--- src/logic/mezz_status_map.svh ---
`ifndef MEZZ_STATUS_MAP_SVH
`define MEZZ_STATUS_MAP_SVH

// ****************************************
// Clock and timing
// ****************************************
`define CLK_MHZ            100
`define RST_MIN_LOW_US     1000
`define RST_MIN_LOW_CYCLES (`RST_MIN_LOW_US * `CLK_MHZ)
`define ACT_BLINK_MS       50
`define ACT_BLINK_CYCLES   (`ACT_BLINK_MS * 1000 * `CLK_MHZ)
`define LONG_HOLD_MS       5000
`define LONG_HOLD_CYCLES   (`LONG_HOLD_MS * 1000 * `CLK_MHZ)
`define CNT_W              32

// ****************************************
// Link speed codes and widths
// ****************************************
`define SPEED_CODE_10      2'h0
`define SPEED_CODE_100     2'h1
`define SPEED_CODE_1000    2'h2
`define GPIO_COUNT         96

`endif

--- src/logic/mezz_status_pkg.sv ---
package mezz_status_pkg;

  // ****************************************
  // Types
  // ****************************************
  typedef enum logic [1:0] {
    ST_HELD,
    ST_MIN_LOW,
    ST_RUN
  } rst_state_t;

  typedef enum logic {
    RESET_KIND_SHORT,
    RESET_KIND_LONG
  } reset_kind_t;

endpackage

--- src/logic/mezzanine_status_reset_signals.sv ---
`timescale 1ns/100ps
`include "mezz_status_map.svh"

module mezzanine_status_reset_signals #(
  parameter int unsigned RST_MIN_CYCLES   = `RST_MIN_LOW_CYCLES,
  parameter int unsigned BLINK_CYCLES     = `ACT_BLINK_CYCLES,
  parameter int unsigned LONG_HOLD_CYCLES = `LONG_HOLD_CYCLES
) (
  // Clock and reset
  input  wire logic                          clk_sys_in,
  input  wire logic                          arst_n_in,
  // Supply and connector reset
  input  wire logic                          power_good_in,
  input  wire logic                          system_reset_in_n_in,
  // Ethernet status from the PHY side
  input  wire logic                          link_up_in,
  input  wire logic                          link_traffic_in,
  input  wire logic [1:0]                    link_speed_in,
  // Configuration state
  input  wire logic                          logic_configured_in,
  // User drive and sampled levels of the general purpose lines
  input  wire logic [`GPIO_COUNT-1:0]        gpio_drive_value_in,
  input  wire logic [`GPIO_COUNT-1:0]        gpio_drive_use_in,
  input  wire logic [`GPIO_COUNT-1:0]        general_purpose_io_lines_in,
  // Indicators
  output logic                               link_activity_indicator_out,
  output logic                               speed_indicator_green_out,
  output logic                               speed_indicator_yellow_out,
  // Resets
  output logic                               reset_indication_n_out,
  output logic                               core_reset_n_out,
  output mezz_status_pkg::reset_kind_t       reset_kind_out,
  output logic                               reset_kind_valid_out,
  // Configuration and lines
  output logic                               logic_configured_flag_out,
  output logic [`GPIO_COUNT-1:0]             general_purpose_io_lines_out,
  output logic [`GPIO_COUNT-1:0]             general_purpose_io_lines_oe_n_out,
  output logic [`GPIO_COUNT-1:0]             gpio_sample_out
);

  // ****************************************
  // System reset synchroniser
  // ****************************************
  logic                         sys_sync_meta;
  logic                         sys_sync_q;
  logic                         sys_sync_d;

  // two flop sync
  // Reset to idle high, else a false release follows every reset
  always_ff @(posedge clk_sys_in or negedge arst_n_in) begin
    if (!arst_n_in) begin
      sys_sync_meta <= 1'b1;
      sys_sync_q    <= 1'b1;
      sys_sync_d    <= 1'b1;
    end else begin
      sys_sync_meta <= system_reset_in_n_in;
      sys_sync_q    <= sys_sync_meta;
      sys_sync_d    <= sys_sync_q;
    end
  end

  wire                          system_reset_in_n_active = ~sys_sync_q;
  wire                          sys_released   = sys_sync_q & ~sys_sync_d;
  wire                          reset_cause    = system_reset_in_n_active |
                                                 ~power_good_in;

  // ****************************************
  // Reset sequencing
  // ****************************************
  mezz_status_pkg::rst_state_t  state_q;
  mezz_status_pkg::rst_state_t  next_state;
  logic [`CNT_W-1:0]            low_cnt;
  logic [`CNT_W-1:0]            hold_cnt;

  wire                          low_done = low_cnt >=
                                           `CNT_W'(RST_MIN_CYCLES - 1);
  wire [`CNT_W-1:0]             next_low_cnt =
    (state_q == mezz_status_pkg::ST_RUN) ? '0 :
    (&low_cnt) ? low_cnt : low_cnt + `CNT_W'(1);
  wire [`CNT_W-1:0]             next_hold_cnt =
    !system_reset_in_n_active ? '0 :
    (&hold_cnt) ? hold_cnt : hold_cnt + `CNT_W'(1);
  wire                          hold_long = hold_cnt >=
                                            `CNT_W'(LONG_HOLD_CYCLES);
  wire mezz_status_pkg::reset_kind_t next_kind =
    hold_long ? mezz_status_pkg::RESET_KIND_LONG :
                mezz_status_pkg::RESET_KIND_SHORT;

  always_comb begin
    next_state = state_q;
    unique case (state_q)
      mezz_status_pkg::ST_HELD: begin
        if (!reset_cause) begin
          next_state = mezz_status_pkg::ST_MIN_LOW;
        end
      end
      mezz_status_pkg::ST_MIN_LOW: begin
        if (low_done) begin
          next_state = mezz_status_pkg::ST_RUN;
        end
      end
      mezz_status_pkg::ST_RUN: begin
        next_state = mezz_status_pkg::ST_RUN;
      end
      default: begin
        next_state = mezz_status_pkg::ST_HELD;
      end
    endcase
    if (reset_cause) begin
      next_state = mezz_status_pkg::ST_HELD;
    end
  end

  wire                          next_running =
                                  next_state == mezz_status_pkg::ST_RUN;

  always_ff @(posedge clk_sys_in or negedge arst_n_in) begin
    if (!arst_n_in) begin
      state_q  <= mezz_status_pkg::ST_HELD;
      low_cnt  <= '0;
      hold_cnt <= '0;
    end else begin
      state_q  <= next_state;
      low_cnt  <= next_low_cnt;
      hold_cnt <= next_hold_cnt;
    end
  end

  always_ff @(posedge clk_sys_in or negedge arst_n_in) begin
    if (!arst_n_in) begin
      reset_indication_n_out <= 1'b0;
      core_reset_n_out       <= 1'b0;
    end else begin
      reset_indication_n_out <= next_running;
      core_reset_n_out       <= next_running;
    end
  end

  always_ff @(posedge clk_sys_in or negedge arst_n_in) begin
    if (!arst_n_in) begin
      reset_kind_out       <= mezz_status_pkg::RESET_KIND_SHORT;
      reset_kind_valid_out <= 1'b0;
    end else begin
      reset_kind_valid_out <= sys_released;
      if (sys_released) begin
        reset_kind_out <= next_kind;
      end
    end
  end

  // ****************************************
  // Ethernet indicators
  // ****************************************
  logic [`CNT_W-1:0]            blink_cnt;
  logic                         traffic_seen;

  // Traffic is folded per blink period so short bursts still show
  wire                          blink_tick = blink_cnt >=
                                             `CNT_W'(BLINK_CYCLES - 1);
  wire [`CNT_W-1:0]             next_blink_cnt =
    blink_tick ? '0 : blink_cnt + `CNT_W'(1);
  // Set wins over the period clear
  wire                          next_traffic_seen =
    link_traffic_in | (traffic_seen & ~blink_tick);
  wire                          next_activity =
    !link_up_in  ? 1'b0 :
    traffic_seen ? (link_activity_indicator_out ^ blink_tick) : 1'b1;
  wire                          next_green =
    link_up_in & (link_speed_in == `SPEED_CODE_100);
  wire                          next_yellow =
    link_up_in & (link_speed_in == `SPEED_CODE_1000);

  always_ff @(posedge clk_sys_in or negedge arst_n_in) begin
    if (!arst_n_in) begin
      blink_cnt                   <= '0;
      traffic_seen                <= 1'b0;
      link_activity_indicator_out <= 1'b0;
      speed_indicator_green_out   <= 1'b0;
      speed_indicator_yellow_out  <= 1'b0;
    end else begin
      blink_cnt                   <= next_blink_cnt;
      traffic_seen                <= next_traffic_seen;
      link_activity_indicator_out <= next_activity;
      speed_indicator_green_out   <= next_green;
      speed_indicator_yellow_out  <= next_yellow;
    end
  end

  // ****************************************
  // Configuration and general purpose lines
  // ****************************************
  // Lines also float during board reset; safer than a stale drive
  wire                          drive_allowed = logic_configured_in &
                                                next_running;
  wire [`GPIO_COUNT-1:0]        next_oe_n =
    ~(gpio_drive_use_in & {`GPIO_COUNT{drive_allowed}});

  always_ff @(posedge clk_sys_in or negedge arst_n_in) begin
    if (!arst_n_in) begin
      logic_configured_flag_out         <= 1'b0;
      general_purpose_io_lines_out      <= '0;
      general_purpose_io_lines_oe_n_out <= '1;
      gpio_sample_out                   <= '0;
    end else begin
      logic_configured_flag_out         <= logic_configured_in;
      general_purpose_io_lines_out      <= gpio_drive_value_in;
      general_purpose_io_lines_oe_n_out <= next_oe_n;
      gpio_sample_out                   <= general_purpose_io_lines_in;
    end
  end

  logic [`CNT_W-1:0]            ind_low_len;

  always_ff @(posedge clk_sys_in or negedge arst_n_in) begin
    if (!arst_n_in) begin
      ind_low_len <= '0;
    end else if (!reset_indication_n_out) begin
      ind_low_len <= ind_low_len + `CNT_W'(1);
    end else begin
      ind_low_len <= '0;
    end
  end
endmodule

--- config.mk ---
export PLATFORM = sky130hd
export DESIGN_NAME = mezzanine_status_reset_signals
export DESIGN_NICKNAME = d
export VERILOG_FILES = /design/src/logic/mezz_status_pkg.sv /design/src/logic/mezzanine_status_reset_signals.sv
export VERILOG_INCLUDE_DIRS = /design/src /design/src/logic
export SDC_FILE = /design/constraint.sdc
export NUM_CORES = 1
export LEC_CHECK = 0
export BUFFER_PORTS_ARGS = -buffer_cell sky130_fd_sc_hd__buf_4
export CAP_MARGIN = 20
export CORE_AREA = 2 2 228 230
export CTS_CLUSTER_DIAMETER = 80
export DETAILED_ROUTE_END_ITERATION = 10
export DIE_AREA = 0 0 230 232
export HOLD_SLACK_MARGIN = 0.1
export PLACE_DENSITY = 0.46
export SYNTH_ARGS = -nofsm -noshare
export SYNTH_HDL_FRONTEND = slang
export SYNTH_SLANG_ARGS = --single-unit
--- constraint.sdc ---
create_clock -name clk_sys_in -period 5 [get_ports clk_sys_in]
set_input_delay 0.5 -clock clk_sys_in [delete_from_list [all_inputs] [get_ports clk_sys_in]]
set_output_delay 0.5 -clock clk_sys_in [all_outputs]
set_load 0.02 [all_outputs]
After elaboration in Yosys (flattened, before gate mapping)
Cells that the tools add are included.

storage, ports and cells
  register bits = 397
  input bits = 297
  output and inout bits = 296
  logic and storage cells = 59

cells by class
  $add $sub $neg = 3
  magnitude comparators = 3
  eq/ne operators = 7
  muxes and demuxes = 11
  bitwise operators = 14
  reduce and logical (&&, ||, !) cells = 3

operators by type and width
  kind                   number
  $mux 32                5
  $add 32x1->32 const B  3
  $and 96x96->96         1
  $not 96->96            1
  $reduce_and 32->1      2
  $ge 32x17->1 const B   1
  $ge 32x23->1 const B   1
  $ge 32x29->1 const B   1
  $eq 2x2->1 const B     3
  $pmux 2 s3             1
  $and 1x1->1            5
  $eq 2x1->1 const B     2
  $mux 2                 2
  $ne 2x2->1 const B     2
  $not 1->1              4
  $mux 1                 3
  $logic_not 2->1        1
  $or 1x1->1             2
  $xor 1x1->1            1

Longest topological paths before layout
Gate-level depths: netlist (run 1).

  word-level depth = 8
  depth in mapped cells = 10
  gate-level depth less buffers = 6

Worst setup path after synthesis (run 1)
No wires, ideal clock.

  path kind = flip-flop to flip-flop
  start point = register low_cnt[0]
  end point = register low_cnt[17]
  library setup time = 0.136 ns
  arrival = 1.955 ns
  path slack = 2.910 ns
  cell stages (with the launch flop) = 11
  path buffers = 4
  period minus slack after synthesis = 2.090 ns
  path through = dfrtp_1 > ha_1 > and3_1 > buf_2 > and3_1 > buf_2 > and4_1 > buf_6 > buf_6 > o311ai_1 > o41ai_1

on the way
  cells in the longest elaborated chain, start to end = 3

RTL lines
  item                    line                                   source
  from (decl)             mezzanine_status_reset_signals.sv:72   logic [`CNT_W-1:0] low_cnt;
  from (signal assigned)  mezzanine_status_reset_signals.sv:124  low_cnt <= next_low_cnt;
  $add 32x1->32           mezzanine_status_reset_signals.sv:79   (&low_cnt) ? low_cnt : low_cnt + `CNT_W'(1);
  $mux 32                 mezzanine_status_reset_signals.sv:79
  $mux 32                 mezzanine_status_reset_signals.sv:78   (state_q == mezz_status_pkg::ST_RUN) ? '0 :

Parallel ways exist; a longest one is shown, timed or not. The select of a mux whose other input is x is not followed.
A chain may end at the register's enable or synchronous reset.

Worst setup path after layout (run 1)
  start point = register sys_sync_q
  end point = register general_purpose_io_lines_oe_n_out[4]

on the way
  cells in the longest elaborated chain, start to end = 7

RTL lines
  item                    line                                   source
  from (decl)             mezzanine_status_reset_signals.sv:45   logic sys_sync_q;
  from (signal assigned)  mezzanine_status_reset_signals.sv:57   sys_sync_q <= sys_sync_meta;
  $not 1->1               mezzanine_status_reset_signals.sv:62   wire system_reset_in_n_active = ~sys_sync_q;
  $or 1x1->1              mezzanine_status_reset_signals.sv:64   wire reset_cause = system_reset_in_n_active |
  $mux 2                  mezzanine_status_reset_signals.sv:109  if (reset_cause) begin
  $eq 2x2->1              mezzanine_status_reset_signals.sv:115  next_state == mezz_status_pkg::ST_RUN;
  $and 1x1->1             mezzanine_status_reset_signals.sv:193  wire drive_allowed = logic_configured_in &
  $and 96x96->96          mezzanine_status_reset_signals.sv:196  ~(gpio_drive_use_in & {`GPIO_COUNT{drive_allowed}});
  $not 96->96             mezzanine_status_reset_signals.sv:196
  via next_oe_n[4]        mezzanine_status_reset_signals.sv:195  wire [`GPIO_COUNT-1:0] next_oe_n =
  to (signal assigned)    mezzanine_status_reset_signals.sv:207  general_purpose_io_lines_oe_n_out <= next_oe_n;
  to (decl)               mezzanine_status_reset_signals.sv:37   output logic [`GPIO_COUNT-1:0] general_purpose_io_lines_oe_n_out,

The timed path passes the listed nets, and every way through them passes these cells.

==> flow_summary.yaml, run 1 <==
timing:
  post-route-min-period_ns: 2.69
  slew_headroom: 0.275
  tightest_slew_ns: 1.08
  drv_slew: 0
  fmax_mhz: 372
  layout_setup_ws_ns: 2.31
  setup_violations: 0
  finalHoldViolCount: 0
  rsz0062_at_grt: "false"
  finalHoldWorstSlack_ns: 0.187
  min_period_over_period: 0.537
  skew_ns: 0.0109
  finalSetupTns_ns: 0
worst_setup_path:
  critical_path_arrival_ns: 3.14
  crit_fanout: 53
  crit_path_end: "general_purpose_io_lines_oe_n_out[4]$_DFF_PN1_"
  r2r_start: "sys_sync_q$_DFF_PN1_"
  critPathMaxStageDelay_ns: 0.99
  r2r_cells: 5
  rr_endpoint: "general_purpose_io_lines_oe_n_out[4]$_DFF_PN1_"
  cp_slowest_cell: "dfstp_2"
  cp_cell_sequence: "nand3_1 -> or3b_2 -> o22ai_4 -> buf_4 -> nand2_1"
  criticalPathCategory: "reg -> reg"
  crit_start: "sys_sync_q$_DFF_PN1_"
  r2r_setup_slack_ns: 2.31
  worstPathRequired_ns: 5.46
  crit_path_end_kind: "flip-flop"
  start_kind: "flip-flop"
floorplan:
  row_count: 83
  floorplan.die_area_um2: 53400
  coreArea_um2: 50900
  die_h_um: 232
  ios: 593
  die_w_um: 230
  start_util: 0.264
global_routing:
  gr-total-overflow: 0
  grt_pass1_wl_um: 69400
  grt_start_max_net_pins: 130
  grt_pass1_vias: 11600
  grt_busiest_layer: "met2"
  met3_usage: 0.0438
  grtUsageTotal: 0.169
  grt_use_met2: 0.284
  grt_antenna_before_repair: 4
  grt_util_met1: 0.216
cts:
  cts_made_buffers: 47
  clk_latency_ns: 0.56
  path_clk_slew_ns: 0.06
  postCtsSetupRepairBufs: 0
  cts_max_path_buffers: 3
  cts_tree: "done"
  clockRootBuffer: "clkbuf_16"
  cts_resized: 0
  htreeDepth: 2
  cts.sinks: 397
placed_design:
  portBuffers: 592
  gp_congestion: 0.833
  pre_cts_ws_ns: 2.29
  placed_cell_area_um2: 18700
  hpwlAfterDp_um: 32800
synth:
  synth_flop_cell: "dfrtp_1"
  synth_edf_count: 0
  yosysMostFrequentCell: "dfrtp_1"
  ys_seq_elements: 397
  ys_types: 67
  avgSynthCellArea_um2: 13.7
  synth_area_leaders: "dfrtp_1 55%, dfstp_2 19%, nand2_1 4.0%"
  synth_top_area_cell: "dfrtp_1"
  seq_area_frac_synth: 0.748
  syn_area_um2: 13500
  synth-warning-count: 0
  synth_top_cell_area_share: 0.554
  yosys-top-cells-count: "298 x dfrtp_1, 143 x nand2_1, 99 x dfstp_2"
  async_reset_ff_frac: 1.00
  synthCells: 979
detailed_routing:
  firstDrtPassIters: 4
  wl_per_cell_um: 17.6
  wl_um: 46100
  route.detailed.drc: 0
  dr.first_iter.drc_count: 475
  vias: 11000
  via_per_inst: 4.21
  ant_nets: 0
pwr:
  power_mw: 7.51
  vdd_drop_max_mv: 0.238
  power_leakage_nw: 10.4
  power.density_nw_per_um2: 324
hold_path:
  worstHoldPathType: "in -> reg"
final_layout:
  drive_gt1_frac: 0.413
  syn2layout_area_growth_pct: 72.2
  seqCellArea_um2: 10100
  multi_input_area_um2: 3180
  nFillCells: 4669
  final_area_um2: 23200
  fin_nets: 2194
run_status:
  outcome: "completed"
run:
  drv_cap: 0
[per-stage QoR]
step | cells | util
2_1_floorplan | 987 | -
3_3_place_gp | 2231 | 0.367
3_5_place_dp | 2231 | 0.367
4_1_cts | 2610 | 0.455
5_1_grt | 2612 | 0.455
6_report | 2612 | 0.455
[flip-flops by register name, summed over array words and instances, names as in the netlist, 2 cells and up]
register,cells
state_q,2
blink_cnt,32
general_purpose_io_lines_out,96
general_purpose_io_lines_oe_n_out,96
hold_cnt,32
low_cnt,32
gpio_sample_out,96
[power breakdown]
part	switching, mW	internal (mW)
Sequential	0.0360	3.31
Combinational	0.309	0.406
Clock	1.36	2.09
[critical path, delay by kind of cell, from the launching register on]
kind / cells / cell delay, ns
flip-flops: 1 / 0.99
buffers and inverters: 1 / 0.48
AND/OR/NAND/NOR: 3 / 0.92
AO/OA/AOI/OAI: 1 / 0.14
[cell type report]
class / instances / share of cell area
Sequential cell: 397 / 0.434
Timing Repair Buffer: 892 / 0.322
Multi-Input combinational cell: 544 / 0.137
Clock buffer: 68 / 0.0585
Tap cell: 680 / 0.0367
Clock inverter: 18 / 0.00907
Inverter: 11 / 0.00178
Antenna cell: 2 / 0.000216
[metal layers]
layer	share of wire	vias to the layer above	routed length [µm]
li1	-	5214	-
met5	0.00015	-	7
met2	0.50	308	23000
met3	0.060	78	2760
met4	0.023	2	1050
met1	0.42	5403	19200
[cell usage in the layout (no fill, tap or decap), types with 9 or more instances in the layout]
master / count
nor2_1: 59
clkbuf_1: 11
dfstp_2: 99
clkinv_2: 9
dfrtp_1: 298
clkbuf_16: 47
xnor2_1: 14
conb_1: 9
or3_1: 22
nand4_1: 21
nor3_1: 16
nand3_1: 28
a31oi_1: 9
xor2_1: 19
dlygate4sd3_1: 293
and4_1: 9
a21oi_1: 34
inv_1: 11
clkbuf_8: 10
buf_4: 596
and3_1: 16
nor4_1: 9
or4_1: 12
o31ai_1: 10
nand2_1: 143
o21ai_0: 26
[worst min-delay path by stage]
| stage | from | end | slack (ns) | cells past startpoint |
|---|---|---|---|---|
| 2_1_floorplan | arst_n_in | blink_cnt[0]$_DFF_PN0_ | 0.20 | 0 |
| 3_3_place_gp | sys_sync_meta$_DFF_PN1_ | sys_sync_q$_DFF_PN1_ | 0.35 | 0 |
| 3_5_place_dp | sys_sync_meta$_DFF_PN1_ | sys_sync_q$_DFF_PN1_ | 0.35 | 0 |
| 4_1_cts | link_speed_in[1] | speed_indicator_yellow_out$_DFF_PN0_ | 0.14 | 3 |
| 5_1_grt | link_up_in | speed_indicator_yellow_out$_DFF_PN0_ | 0.15 | 3 |
| 6_report | link_up_in | speed_indicator_yellow_out$_DFF_PN0_ | 0.19 | 3 |
[kinds of logic after synthesis]
family,after synthesis,synth area share
other cells,1,0.000279
compound gates,124,0.0635
buf+inv,46,0.0193
fa+ha+maj,4,0.00372
simple gates,369,0.140
flops,397,0.748
xor+xnor,33,0.0215
mux,5,0.00372
[timing repair]
action | 4_1_cts | 5_1_grt
hold buffers | 293 | 0
setup endpoints to repair | 0 | 0
endpoints found under the hold margin | 347 | 0
(Power assumes the default switching activity.)
==> run 2: changes to the inputs <==
- PLACE_DENSITY: 0.46 -> 0.48
- clock period: 5 -> 2.3 ns (I/O delays scaled with it)
==> run 2 against run 1 <==
Effect of this change: critical path depth is 2 higher; global-route usage shrank 1.8 points; register-to-register slack worse by 2.2 ns; die area unchanged; clock power increased by 120%; clock skew increased by 0.00095 ns; first-iteration DRC count fell by 19%; worst hold slack improved by 0.026 ns; count of clock-buffer cells in the layout is 2 higher; fmax grew 24%; sequential power rose by 120%.
==> flow_summary.yaml, run 2 (same netlist as run 1, synthesis figures left out) <==
floorplan:
  coreArea_um2: 50900
  row_count: 83
  die_w_um: 230
  floorplan.die_area_um2: 53400
  ios: 593
  start_util: 0.264
  die_h_um: 232
detailed_routing:
  ant_nets: 0
  vias: 11100
  via_per_inst: 4.19
  firstDrtPassIters: 4
  dr.first_iter.drc_count: 383
  route.detailed.drc: 0
  wl_per_cell_um: 15.7
  wl_um: 41500
timing:
  finalHoldViolCount: 0
  setup_violations: 0
  skew_ns: 0.0119
  tightest_slew_ns: 0.516
  slew_headroom: 0.656
  drv_slew: 0
  min_period_over_period: 0.942
  fmax_mhz: 462
  rsz0062_at_grt: "false"
  layout_setup_ws_ns: 0.134
  post-route-min-period_ns: 2.17
  finalSetupTns_ns: 0
worst_setup_path:
  worstPathRequired_ns: 2.80
  r2r_cells: 7
  crit_start: "low_cnt[0]$_DFFE_PN0P_"
  crit_fanout: 62
  criticalPathCategory: "reg -> reg"
  start_kind: "flip-flop"
  r2r_start: "low_cnt[0]$_DFFE_PN0P_"
  critical_path_arrival_ns: 2.66
  rr_endpoint: "general_purpose_io_lines_oe_n_out[64]$_DFF_PN1_"
  crit_path_end_kind: "flip-flop"
  r2r_setup_slack_ns: 0.13
global_routing:
  grt_start_max_net_pins: 68
  gr-total-overflow: 0
  grt_pass1_vias: 11900
  grt_pass1_wl_um: 64500
  grtUsageTotal: 0.151
  grt_antenna_before_repair: 1
final_layout:
  top_regs: "general_purpose_io_lines_oe_n_out: 96 flops, general_purpose_io_lines_out: 96 flops, gpio_sample_out: 96 flops"
  seqCellArea_um2: 10100
  multi_input_area_um2: 3180
  final_common_cell: "buf_4"
  nFillCells: 4630
  syn2layout_area_growth_pct: 74.7
  drive_gt1_frac: 0.423
  final_area_um2: 23500
  layout_common_cells: "623 x buf_4, 298 x dfrtp_1, 297 x dlygate4sd3_1, 143 x nand2_1, 99 x dfstp_2"
  fin_nets: 2228
placed_design:
  portBuffers: 592
  gp_congestion: 0.802
  hpwlAfterDp_um: 28000
  pre_cts_ws_ns: 0.128
  placed_cell_area_um2: 18900
pwr:
  vdd_drop_max_mv: 0.488
  p_seq_frac: 0.446
  switching_power_mw: 3.63
  combPwrFrac: 0.096
  swShare: 0.223
  power_leakage_nw: 10.6
  power_mw: 16.3
  p_clk_frac: 0.458
  power.density_nw_per_um2: 692
  power.internal_mw: 12.6
cts:
  clk_latency_ns: 0.56
  cts_made_buffers: 46
  cts_resized: 0
  cts.sinks: 397
  postCtsHoldBufs: 297
  clockRootBuffer: "clkbuf_16"
  htreeDepth: 2
  cts_max_path_buffers: 3
  postCtsSetupRepairBufs: 0
  cts_tree: "done"
  path_clk_slew_ns: 0.06
run:
  drv_cap: 0
hold_path:
  worstHoldPathType: "in -> async"
run_status:
  outcome: "completed"
## run 2: per-layer routing
layer	global-route usage	up-vias	part of all wire
met1	0.183	5396	0.40
li1	-	5275	-
met4	0.0452	0	0.024
met3	0.0424	69	0.066
met5	0	-	0
met2	0.262	342	0.51
## run 2: power groups by stage
stage	registers [mW]	logic, mW	clock network [mW]
global placement	7.37	1.15	0
global route	7.27	1.67	8.04
CTS	7.26	1.59	7.72
finish	7.26	1.56	7.44
floorplan	7.60	0.0332	0
detailed placement	7.37	1.16	0
## run 2: worst max-delay path by stage
stage,endpoint,slack (ns),depth (start not counted)
2_1_floorplan,low_cnt[17]$_DFFE_PN0P_,0.21,10
3_3_place_gp,general_purpose_io_lines_oe_n_out[83]$_DFF_PN1_,0.18,7
3_5_place_dp,general_purpose_io_lines_oe_n_out[64]$_DFF_PN1_,0.13,7
4_1_cts,general_purpose_io_lines_oe_n_out[65]$_DFF_PN1_,0.12,7
5_1_grt,general_purpose_io_lines_oe_n_out[92]$_DFF_PN1_,0.02,7
6_report,general_purpose_io_lines_oe_n_out[64]$_DFF_PN1_,0.13,7
## run 2: critical path, cell delays in order, from the launching register on
cell      delay (ns)
dfrtp_1         0.42
ha_1            0.24
and3_1          0.23
a311o_1         0.37
a211oi_2        0.29
o22ai_4         0.18
buf_12          0.23
nand2_1         0.11
## run 2: area by class of cell
cell class	count	area share
Antenna cell	1	0.000106
Timing Repair Buffer	927	0.331
Inverter	11	0.00176
Clock inverter	14	0.00463
Clock buffer	70	0.0629
Multi-Input combinational cell	544	0.135
Sequential cell	397	0.428
Tap cell	680	0.0362
## run 2: metrics by stage
stage          hold WS [ns]  instances  utilization
2_1_floorplan       -0.0656        987            -
3_3_place_gp          0.220       2262        0.372
3_5_place_dp          0.221       2262        0.372
4_1_cts               0.197       2643        0.462
5_1_grt               0.230       2644        0.462
6_report              0.213       2644        0.462
